===== config.mk =====
export PLATFORM = sky130hd
export DESIGN_NAME = legacy_audio_port_bank
export DESIGN_NICKNAME = d
export VERILOG_FILES = /design/src/rtl/audio_fifo.v /design/src/rtl/legacy_audio_port_bank.v
export VERILOG_INCLUDE_DIRS = /design/src /design/src/rtl
export SDC_FILE = /design/constraint.sdc
export NUM_CORES = 2
export LEC_CHECK = 0
export CORE_MARGIN = 3
export CORE_UTILIZATION = 50
export DETAILED_ROUTE_END_ITERATION = 12
export DONT_BUFFER_PORTS = 1
export SLEW_MARGIN = 10
export SYNTH_ARGS = -nofsm -noshare
export SYNTH_HDL_FRONTEND = slang
export SYNTH_SLANG_ARGS = --single-unit

===== constraint.sdc =====
create_clock -name clk -period 5 [get_ports clk]
set_clock_uncertainty 0.1 [all_clocks]
set_input_delay 1.25 -clock clk [delete_from_list [all_inputs] [get_ports clk]]
set_output_delay 1.25 -clock clk [all_outputs]
set_load 0.05 [all_outputs]

===== src/rtl/legacy_audio_regs.vh =====
// register offsets, field positions and constants of the legacy audio bank
`ifndef LEGACY_AUDIO_REGS_VH
`define LEGACY_AUDIO_REGS_VH
`define OFS_FM_LOW_INDEX 4'h0
`define OFS_FM_LOW_DATA 4'h1
`define OFS_FM_HIGH_INDEX 4'h2
`define OFS_FM_HIGH_DATA 4'h3
`define OFS_MIXER_INDEX 4'h4
`define OFS_MIXER_VALUE 4'h5
`define OFS_RESET_FLAGS 4'h6
`define OFS_POWER_CONTROL 4'h7
`define OFS_PROC_READ_DATA 4'ha
`define OFS_HANDSHAKE 4'hc
`define OFS_READ_BUF_STATE 4'he
`define OFS_FIFO_PIO 4'hf
`define BIT_SOFT_CORE_HOLD 0
`define BIT_FIFO_HOLD 1
`define BIT_MIDI_PENDING 2
`define BIT_SERIAL_ACT 4
`define BIT_GEN_ACT 5
`define BIT_MIX_ACT 6
`define BIT_SUSPEND_REQ 7
`define BIT_GENERAL_INPUT 6
`define BIT_FM_HOLD 5
`define BIT_BUSY 7
`define BIT_AVAIL 6
`define BIT_FIFO_FULL 5
`define BIT_FIFO_EMPTY 4
`define BIT_FIFO_HALF 3
`define BIT_PROC_IRQ 2
`define BIT_HALF_IRQ 1
`define BIT_OVF_IRQ 0
`define BIT_READ_SIDE_AVAIL_FLAG 7
`define SER_ENABLE_BIT 7
`define SER_RESET_BIT 5
`define SER_ACTIVE_BIT 4
`define MIXER_SERIAL_REG 7'h48
`define RESET_BYTE 8'h00
`define FIFO_DEPTH 256
`define FIFO_AW 8
`define FIFO_HALF_LEVEL 9'h080
`define SCLK_WINDOW 8'hff
`endif


===== src/rtl/audio_fifo.v =====
// byte fifo with valid/ready on both sides, register read data
module audio_fifo #(
  parameter WIDTH = 8,
  parameter DEPTH = 256,
  parameter AW = 8
) (
  input wire clk,
  input wire srst,
  input wire in_valid,
  output wire in_ready,
  input wire [WIDTH-1:0] in_data,
  output reg out_valid,
  input wire out_ready,
  output reg [WIDTH-1:0] out_data,
  output wire [AW:0] level
);
  reg [WIDTH-1:0] mem [0:DEPTH-1];
  reg [AW-1:0] wr_ptr_ff;
  reg [AW-1:0] rd_ptr_ff;
  reg [AW:0] count_ff;
  wire push;
  wire [AW:0] depth_w;
  assign depth_w = DEPTH[AW:0];
  assign in_ready = (count_ff != depth_w);
  assign push = in_valid && in_ready;
  // output register counts as one stored entry
  assign level = count_ff;
  reg [AW:0] stored_ff;
  always @(posedge clk) begin
    if (srst) begin
      wr_ptr_ff <= {AW{1'b0}};
      rd_ptr_ff <= {AW{1'b0}};
      count_ff <= {(AW+1){1'b0}};
      stored_ff <= {(AW+1){1'b0}};
      out_valid <= 1'b0;
      out_data <= {WIDTH{1'b0}};
    end else begin
      if (push) begin
        mem[wr_ptr_ff] <= in_data;
        wr_ptr_ff <= wr_ptr_ff + 1'b1;
      end
      if ((!out_valid || out_ready) && stored_ff != {(AW+1){1'b0}}) begin
        out_data <= mem[rd_ptr_ff];
        out_valid <= 1'b1;
        rd_ptr_ff <= rd_ptr_ff + 1'b1;
      end else if (out_ready) begin
        out_valid <= 1'b0;
      end
      stored_ff <= stored_ff + (push ? 1'b1 : 1'b0) -
        (((!out_valid || out_ready) && stored_ff != 0) ? 1'b1 : 1'b0);
      count_ff <= count_ff + (push ? 1'b1 : 1'b0) -
        ((out_valid && out_ready) ? 1'b1 : 1'b0);
    end
  end
endmodule // audio_fifo


===== src/rtl/legacy_audio_port_bank.v =====
// legacy audio i/o port bank: fm, mixer, reset/status, handshake, fifo port
`include "legacy_audio_regs.vh"

// Overview of operation
// - low fm data writes selected low register
// - high data acts as low in emulation
// - mixer index reads back, top bit zero
// - reset bit1 holds fifo, not compat mode
// - reset bit0 holds audio core
// - status read sets both activity markers
// - mixer port access clears mixer marker
// - fm accesses, reset/command writes, data reads and dma clear general marker
// - serial flag from mixer 48h and clock
// - bit2 shows pending midi command
// - power bit6 returns volume-up pin
// - power bit5 holds fm synth reset
// - command write sets busy until consumed
// - avail flags set on byte, cleared by read
// - extended mode fifo full/empty/half flags
// - processor, half-empty and overflow irq flags
// - buffer status read clears all irqs
// - fifo port moves bytes by pio
// - low index write selects, enters emulation
module legacy_audio_port_bank (
  input wire clk,
  input wire srst,
  input wire [3:0] io_addr,
  input wire io_rd,
  input wire io_wr,
  input wire [7:0] io_wdata,
  output reg [7:0] io_rdata,
  input wire dma_access,
  input wire native_mode_set,
  input wire compat_mode,
  input wire volume_up_pin,
  input wire serial_bit_clk,
  output reg fm_wr_stb,
  output reg fm_bank_high,
  output reg [7:0] fm_reg_addr,
  output reg [7:0] fm_reg_data,
  output reg emulation_mode,
  output reg soft_core_hold,
  output reg fifo_hold,
  output reg fm_synth_hold,
  output reg suspend_req,
  output reg [6:0] mixer_addr,
  output reg [7:0] mixer_wdata,
  output reg mixer_wr_stb,
  input wire [7:0] mixer_rdata,
  output reg cmd_valid,
  output reg [7:0] cmd_byte,
  input wire cmd_taken,
  input wire reply_valid,
  input wire [7:0] reply_byte,
  input wire midi_command_pending,
  input wire proc_irq_evt,
  input wire ovf_irq_evt,
  input wire extended_mode,
  output wire fifo_out_valid,
  input wire fifo_out_ready,
  output wire [7:0] fifo_out_data,
  input wire fifo_in_valid,
  output reg fifo_in_ready,
  input wire [7:0] fifo_in_data,
  output reg irq_pending
);
  // ------------------------------------------------------------
  // pin synchronisers
  // ------------------------------------------------------------
  reg volume_up_pin_s1_ff;
  reg volume_up_pin_s2_ff;
  reg sclk_s1_ff;
  reg sclk_s2_ff;
  reg sclk_s3_ff;
  always @(posedge clk) begin
    volume_up_pin_s1_ff <= volume_up_pin;
    volume_up_pin_s2_ff <= volume_up_pin_s1_ff;
    sclk_s1_ff <= serial_bit_clk;
    sclk_s2_ff <= sclk_s1_ff;
    sclk_s3_ff <= sclk_s2_ff;
  end

  // ------------------------------------------------------------
  // access decode
  // ------------------------------------------------------------
  wire wr_fm_lo_idx = io_wr && io_addr == `OFS_FM_LOW_INDEX;
  wire wr_fm_lo_dat = io_wr && io_addr == `OFS_FM_LOW_DATA;
  wire wr_fm_hi_idx = io_wr && io_addr == `OFS_FM_HIGH_INDEX;
  wire wr_fm_hi_dat = io_wr && io_addr == `OFS_FM_HIGH_DATA;
  wire wr_mix_idx = io_wr && io_addr == `OFS_MIXER_INDEX;
  wire wr_mix_val = io_wr && io_addr == `OFS_MIXER_VALUE;
  wire wr_reset = io_wr && io_addr == `OFS_RESET_FLAGS;
  wire wr_power = io_wr && io_addr == `OFS_POWER_CONTROL;
  wire wr_cmd = io_wr && io_addr == `OFS_HANDSHAKE;
  wire wr_pio = io_wr && io_addr == `OFS_FIFO_PIO;
  wire rd_status = io_rd && io_addr == `OFS_RESET_FLAGS;
  wire rd_data = io_rd && io_addr == `OFS_PROC_READ_DATA;
  wire rd_rbuf = io_rd && io_addr == `OFS_READ_BUF_STATE;
  wire rd_pio = io_rd && io_addr == `OFS_FIFO_PIO;
  wire rd_fm = io_rd && io_addr[3:2] == 2'b00;
  wire acc_mix = (io_rd || io_wr) &&
    (io_addr == `OFS_MIXER_INDEX || io_addr == `OFS_MIXER_VALUE);

  // ------------------------------------------------------------
  // fm synthesizer ports
  // ------------------------------------------------------------
  reg [7:0] fm_lo_idx_ff;
  reg [7:0] fm_hi_idx_ff;
  always @(posedge clk) begin
    if (srst) begin
      fm_lo_idx_ff <= 8'h00;
      fm_hi_idx_ff <= 8'h00;
      emulation_mode <= 1'b0;
      fm_wr_stb <= 1'b0;
      fm_bank_high <= 1'b0;
      fm_reg_addr <= 8'h00;
      fm_reg_data <= 8'h00;
    end else begin
      fm_wr_stb <= 1'b0;
      if (wr_fm_lo_idx) begin
        fm_lo_idx_ff <= io_wdata;
        emulation_mode <= 1'b1;
      end else if (native_mode_set) begin
        emulation_mode <= 1'b0;
      end
      if (wr_fm_hi_idx)
        fm_hi_idx_ff <= io_wdata;
      if (wr_fm_lo_dat || (wr_fm_hi_dat && emulation_mode)) begin
        fm_wr_stb <= 1'b1;
        fm_bank_high <= 1'b0;
        fm_reg_addr <= fm_lo_idx_ff;
        fm_reg_data <= io_wdata;
      end else if (wr_fm_hi_dat) begin
        fm_wr_stb <= 1'b1;
        fm_bank_high <= 1'b1;
        fm_reg_addr <= fm_hi_idx_ff;
        fm_reg_data <= io_wdata;
      end
    end
  end

  // ------------------------------------------------------------
  // mixer ports
  // ------------------------------------------------------------
  reg [7:0] ser_cfg_ff;
  always @(posedge clk) begin
    if (srst) begin
      mixer_addr <= 7'h00;
      mixer_wdata <= 8'h00;
      mixer_wr_stb <= 1'b0;
      ser_cfg_ff <= 8'h00;
    end else begin
      mixer_wr_stb <= 1'b0;
      if (wr_mix_idx)
        mixer_addr <= io_wdata[6:0];
      if (wr_mix_val) begin
        mixer_wr_stb <= 1'b1;
        mixer_wdata <= io_wdata;
        if (mixer_addr == `MIXER_SERIAL_REG)
          ser_cfg_ff <= io_wdata;
      end
    end
  end

  // ------------------------------------------------------------
  // reset and power control
  // ------------------------------------------------------------
  always @(posedge clk) begin
    if (srst) begin
      soft_core_hold <= 1'b0;
      fifo_hold <= 1'b0;
      fm_synth_hold <= 1'b0;
      suspend_req <= 1'b0;
    end else begin
      if (wr_reset) begin
        soft_core_hold <= io_wdata[`BIT_SOFT_CORE_HOLD];
        fifo_hold <= io_wdata[`BIT_FIFO_HOLD] && !compat_mode;
      end
      if (wr_power) begin
        // the suspend request is held as written until the next power write; sequencing is software's
        suspend_req <= io_wdata[`BIT_SUSPEND_REQ];
        fm_synth_hold <= io_wdata[`BIT_FM_HOLD];
      end
    end
  end

  // ------------------------------------------------------------
  // activity markers and serial activity
  // ------------------------------------------------------------
  reg mix_act_ff;
  reg gen_act_ff;
  reg [7:0] sclk_timer_ff;
  wire sclk_edge = sclk_s2_ff ^ sclk_s3_ff;
  always @(posedge clk) begin
    if (srst) begin
      mix_act_ff <= 1'b0;
      gen_act_ff <= 1'b0;
      sclk_timer_ff <= 8'h00;
    end else begin
      // the status read itself is the setting event, so it wins
      if (rd_status)
        mix_act_ff <= 1'b1;
      else if (acc_mix)
        mix_act_ff <= 1'b0;
      if (rd_status)
        gen_act_ff <= 1'b1;
      else if ((io_wr && (io_addr[3:2] == 2'b00 || io_addr == `OFS_RESET_FLAGS
          || io_addr == `OFS_HANDSHAKE)) || rd_fm || rd_data || dma_access)
        gen_act_ff <= 1'b0;
      // clock counts as periodic while it toggled within the window
      if (sclk_edge)
        sclk_timer_ff <= `SCLK_WINDOW;
      else if (sclk_timer_ff != 8'h00)
        sclk_timer_ff <= sclk_timer_ff - 8'h01;
    end
  end
  wire serial_act = ser_cfg_ff[`SER_ENABLE_BIT] || ser_cfg_ff[`SER_RESET_BIT]
    || (ser_cfg_ff[`SER_ACTIVE_BIT] && sclk_timer_ff != 8'h00);

  // ------------------------------------------------------------
  // processor handshake
  // ------------------------------------------------------------
  reg avail_ff;
  reg [7:0] reply_ff;
  always @(posedge clk) begin
    if (srst) begin
      cmd_valid <= 1'b0;
      cmd_byte <= 8'h00;
      avail_ff <= 1'b0;
      reply_ff <= 8'h00;
    end else begin
      // writes while busy are dropped; software must poll first
      if (wr_cmd && !cmd_valid) begin
        cmd_valid <= 1'b1;
        cmd_byte <= io_wdata;
      end else if (cmd_taken) begin
        cmd_valid <= 1'b0;
      end
      if (reply_valid) begin
        avail_ff <= 1'b1;
        reply_ff <= reply_byte;
      end else if (rd_data) begin
        avail_ff <= 1'b0;
      end
    end
  end

  // ------------------------------------------------------------
  // extended fifo and interrupt flags
  // ------------------------------------------------------------
  wire pio_out_valid;
  wire [7:0] pio_out_data;
  wire [`FIFO_AW:0] fifo_level;
  wire fifo_full = fifo_level == `FIFO_DEPTH;
  wire fifo_empty = fifo_level == 9'h000;
  wire fifo_half = fifo_level <= `FIFO_HALF_LEVEL;
  reg half_prev_ff;
  reg proc_irq_ff;
  reg half_irq_ff;
  reg ovf_irq_ff;
  wire fifo_srst = srst || fifo_hold;
  // one write port: a programmed write that meets a stream byte in the
  // same cycle is lost, so software uses one path at a time
  wire stream_push = fifo_in_valid && fifo_in_ready;
  wire pio_push = wr_pio && extended_mode;
  wire fifo_push = pio_push || stream_push;
  audio_fifo #(.WIDTH(8), .DEPTH(`FIFO_DEPTH), .AW(`FIFO_AW)) u_fifo (
    .clk(clk),
    .srst(fifo_srst),
    .in_valid(fifo_push),
    .in_ready(),
    .in_data(stream_push ? fifo_in_data : io_wdata),
    .out_valid(pio_out_valid),
    .out_ready(fifo_out_ready || (rd_pio && extended_mode)),
    .out_data(pio_out_data),
    .level(fifo_level)
  );
  // the fifo's own output register drives the stream side, so valid and
  // ready stay paired on the same cycle
  assign fifo_out_valid = pio_out_valid;
  assign fifo_out_data = pio_out_data;
  always @(posedge clk) begin
    if (srst) begin
      half_prev_ff <= 1'b1;
      proc_irq_ff <= 1'b0;
      half_irq_ff <= 1'b0;
      ovf_irq_ff <= 1'b0;
      fifo_in_ready <= 1'b0;
      irq_pending <= 1'b0;
    end else begin
      half_prev_ff <= fifo_half;
      // new events win over the clearing read
      proc_irq_ff <= proc_irq_evt || (proc_irq_ff && !rd_rbuf);
      half_irq_ff <= (fifo_half != half_prev_ff) ||
        (half_irq_ff && !rd_rbuf);
      ovf_irq_ff <= (ovf_irq_evt && extended_mode) ||
        (ovf_irq_ff && !rd_rbuf);
      irq_pending <= proc_irq_ff || half_irq_ff || ovf_irq_ff;
      // one slot to spare: a push on the next cycle still fits
      fifo_in_ready <= fifo_level < `FIFO_DEPTH - 1;
    end
  end

  // ------------------------------------------------------------
  // read data mux
  // ------------------------------------------------------------
  reg [7:0] nxt_rdata;
  always @* begin
    nxt_rdata = 8'h00;
    case (io_addr)
      `OFS_MIXER_INDEX: nxt_rdata = {1'b0, mixer_addr};
      `OFS_MIXER_VALUE: nxt_rdata = mixer_rdata;
      `OFS_RESET_FLAGS: begin
        nxt_rdata[`BIT_MIX_ACT] = mix_act_ff;
        nxt_rdata[`BIT_GEN_ACT] = gen_act_ff;
        nxt_rdata[`BIT_SERIAL_ACT] = serial_act;
        nxt_rdata[`BIT_MIDI_PENDING] = midi_command_pending;
        nxt_rdata[`BIT_FIFO_HOLD] = fifo_hold;
        nxt_rdata[`BIT_SOFT_CORE_HOLD] = soft_core_hold;
      end
      `OFS_POWER_CONTROL: begin
        nxt_rdata[`BIT_SUSPEND_REQ] = suspend_req;
        nxt_rdata[`BIT_GENERAL_INPUT] = volume_up_pin_s2_ff;
        nxt_rdata[`BIT_FM_HOLD] = fm_synth_hold;
      end
      `OFS_PROC_READ_DATA: nxt_rdata = reply_ff;
      `OFS_HANDSHAKE: begin
        nxt_rdata[`BIT_BUSY] = cmd_valid;
        nxt_rdata[`BIT_AVAIL] = avail_ff;
        nxt_rdata[`BIT_FIFO_FULL] = extended_mode && fifo_full;
        nxt_rdata[`BIT_FIFO_EMPTY] = extended_mode && fifo_empty;
        nxt_rdata[`BIT_FIFO_HALF] = extended_mode && fifo_half;
        nxt_rdata[`BIT_PROC_IRQ] = proc_irq_ff;
        nxt_rdata[`BIT_HALF_IRQ] = half_irq_ff;
        nxt_rdata[`BIT_OVF_IRQ] = ovf_irq_ff;
      end
      `OFS_READ_BUF_STATE: nxt_rdata[`BIT_READ_SIDE_AVAIL_FLAG] = avail_ff;
      `OFS_FIFO_PIO: nxt_rdata = pio_out_valid ? pio_out_data : 8'h00;
      default: nxt_rdata = 8'h00;
    endcase
  end
  always @(posedge clk) begin
    if (srst)
      io_rdata <= `RESET_BYTE;
    else if (io_rd)
      io_rdata <= nxt_rdata;
  end
endmodule // legacy_audio_port_bank


==> run_results.csv <==
group,metric,value,unit
die,core,171000,µm²
global_routing,grt_max_degree,131,
placement,dpl.hpwl,149000,µm
yosys,synth_top_area_cell,"edfxtp_1",
yosys,ys_ff_latch,2196,
placement,io_buffers,0,
yosys,syn_inst,4515,
yosys,syn_area_per_cell,19.1,µm²
global_routing,antenna_found_initial,10,
yosys,synth_top_family_by_area,"multiplexers",
timing,tightestPinTransition,1.19,ns
clock_network,cts_buffers,219,
clock_network,cts_root_buffer,"clkbuf_16",
job,cap_violations,0,
cells_and_area,regMostFlops,"u_fifo.mem",
worst_setup_path,crit_path_start_kind,"flip-flop",
clock_network,path_clk_slew,0.06,ns
run_status,status,"finished clean",
detailed_routing,routed_wl,238000,µm
clock_network,cts.sinks,2196,
die,pin_count,120,
die,die_h,422,µm
clock_network,ctsHoldBuffers,0,
yosys,synth_cell_types,75,
power,irDropWorstVdd,0.000306,V
placement,globalplace.congestion,0.921,
yosys,synth_area,86400,µm²
clock_network,cts_tree,"built",
worst_setup_path,endpoint_kind,"flip-flop",
cells_and_area,final_nets,4986,
global_routing,grt_overflow,0,
timing,setup_viol,0,
worst_setup_path,crit_type,"flip-flop to flip-flop",
yosys,synth_compound_area_frac,0.0386,
worst_setup_path,cp.arrival,4.83,ns
timing,rsz0062_at_grt,"no",
cells_and_area,fillers,12700,
yosys,synth_mux_area_frac,0.150,
cells_and_area,syn2layout_area_growth,14.1,%
timing,hold_violations,0,
timing,layout_worst_path_cycle_share,0.840,
yosys,synth_flop_cell,"edfxtp_1",
yosys,synth-seq-area-share,0.746,
yosys,synth_top_area_share,0.712,
yosys,synth-simple-area-share,0.0356,
cells_and_area,drive_above_1_share,0.246,
power,power_density,469,nW/µm²
detailed_routing,dr_total_vias,46000,
cells_and_area,mostFrequentLayoutCell,"edfxtp_1",
clock_network,post_cts_buffers,0,
detailed_routing,drtIter0Drc,5331,
detailed_routing,drc,0,
worst_hold_path,hold_class,"flip-flop to flip-flop",
placement,pre_cts_ws,0.152,ns
yosys,synthesis.nets,4607,
clock_network,post_cts_resized,0,
yosys,yosysWarnings,0,
die,start_util,0.507,
global_routing,grt_usage,0.267,
timing,timing.final.ws_setup,0.799,ns
power,power_leakage,31.8,nW
die,fp.dieW,422,µm
worst_setup_path,worstPathMaxFanout,48,
global_routing,grt_pass1_vias,45600,
timing,slew_headroom,0.202,
yosys,synth_area_leaders,"edfxtp_1 (71%), mux4_2 (12%), dfxtp_1 (3.4%), mux2i_1 (2.8%), nor2_1 (1.7%)",
yosys,synth-xor-area-share,0.00324,
timing,min_period,4.20,ns
die,die_area,178000,µm²
power,finalPower,0.0463,W
clock_network,insertion_delay,0.86,ns
timing,maxSlewViolCount,0,
cells_and_area,largest_reg_flops,2048,
clock_network,cts_buffer_depth,3,
yosys,synthAdderAreaFrac,0.00582,
detailed_routing,routedWlPerCell,32.2,µm
detailed_routing,viasPerCell,6.23,
die,rows,151,
detailed_routing,dr.pass1.iters,6,
detailed_routing,drtAntennaViolNets,0,
worst_setup_path,cp_data_required_time,5.63,ns
global_routing,grt_pass1_wl,340000,µm
cells_and_area,final_cell_mix,"edfxtp_1 (2,048), mux4_2 (444), nor2_1 (388)",
yosys,synth_edf_count,2048,
yosys,synthArstFlopShare,0,
timing,fmax,0.238,GHz
clock_network,cts_htree_levels,4,
-- critical path, cell delays in order (launching register included) --
cell       delay (ns)
dfxtp_4          1.07
nor2b_2          0.31
buf_4            0.32
a221oi_1         0.20
a21o_1           0.22
a222oi_1         0.26
buf_4            0.19
o2111ai_1        0.30
a21oi_1          0.74
nor3_1           0.11
a32o_1           0.23
-- worst paths after layout --
check | startpoint | end | slack, ns | depth (start not counted)
worst max-delay path | u_fifo.rd_ptr_ff[2] | u_fifo.out_data[5] | 0.80 | 10
worst min-delay path | sclk_s1_ff | sclk_s2_ff | 0.23 | 0
worst max register to register | u_fifo.rd_ptr_ff[2] | u_fifo.out_data[5] | 0.80 | 10
worst min register to register | sclk_s1_ff | sclk_s2_ff | 0.23 | 0
-- per-stage QoR --
step | area [µm²] | util | hold slack, ns | setup TNS, ns | std cells
after floorplan | 86400 | - | 0.210 | 0 | 4515
after global placement | 91500 | 0.536 | 0.213 | -62.42 | 6968
after detailed placement | 91500 | 0.536 | 0.215 | 0 | 6968
after CTS | 98600 | 0.578 | 0.229 | 0 | 7378
after global routing | 98600 | 0.578 | 0.232 | 0 | 7378
final | 98600 | 0.578 | 0.228 | 0 | 7381
-- routing by layer --
metal / global-route usage / vias up / share of wire
li1: - / 19100 / -
met1: 0.379 / 24300 / 0.40
met2: 0.419 / 2207 / 0.48
met3: 0.0529 / 364 / 0.090
met4: 0.0874 / 2 / 0.033
met5: 0 / - / 0.000059
-- cell usage after synthesis, types with 13 or more instances --
master,instances
a211oi_1,34
a21oi_1,149
a221oi_1,31
a222oi_1,15
a22oi_1,43
buf_2,66
buf_4,33
buf_6,34
clkbuf_1,100
dfxtp_1,148
edfxtp_1,2048
ha_1,37
inv_1,38
mux2_2,24
mux2i_1,238
mux4_1,13
mux4_2,444
nand2_1,181
nand2b_1,13
nand3_1,40
nor2_1,389
nor2b_1,17
nor3_1,26
o211ai_1,14
o21ai_0,60
o221ai_1,20
o22ai_1,34
xnor2_1,23
-- report_power, final --
| group | total (W) | switching (W) | internal (W) |
|---|---|---|---|
| combinational | 0.00903 | 0.00508 | 0.00395 |
| sequential | 0.0210 | 0.000419 | 0.0206 |
| clock | 0.0162 | 0.00698 | 0.00924 |
| total | 0.0463 | 0.0125 | 0.0338 |
-- cells by family (layout without fill, tap and decap cells) --
kind of cell	after synthesis	count (layout)
buf+inv	308	876
simple gates	726	726
compound gates	495	495
flops	2196	2196
other cells	0	3
mux	719	719
xor+xnor	32	32
fa+ha+maj	39	39
-- layout make-up --
class	count	area (µm²)	share of cell area
sequential	2196	64500	0.654
antenna	3	7.51	0.0000761
timing repair buffer	422	3610	0.0366
inverter	44	169	0.00171
clock buffer	263	5720	0.0580
tap	2295	2870	0.0291
multi-input combinational	2011	20400	0.207
clock inverter	147	1370	0.0139
Power figures use the tool's default switching activity.
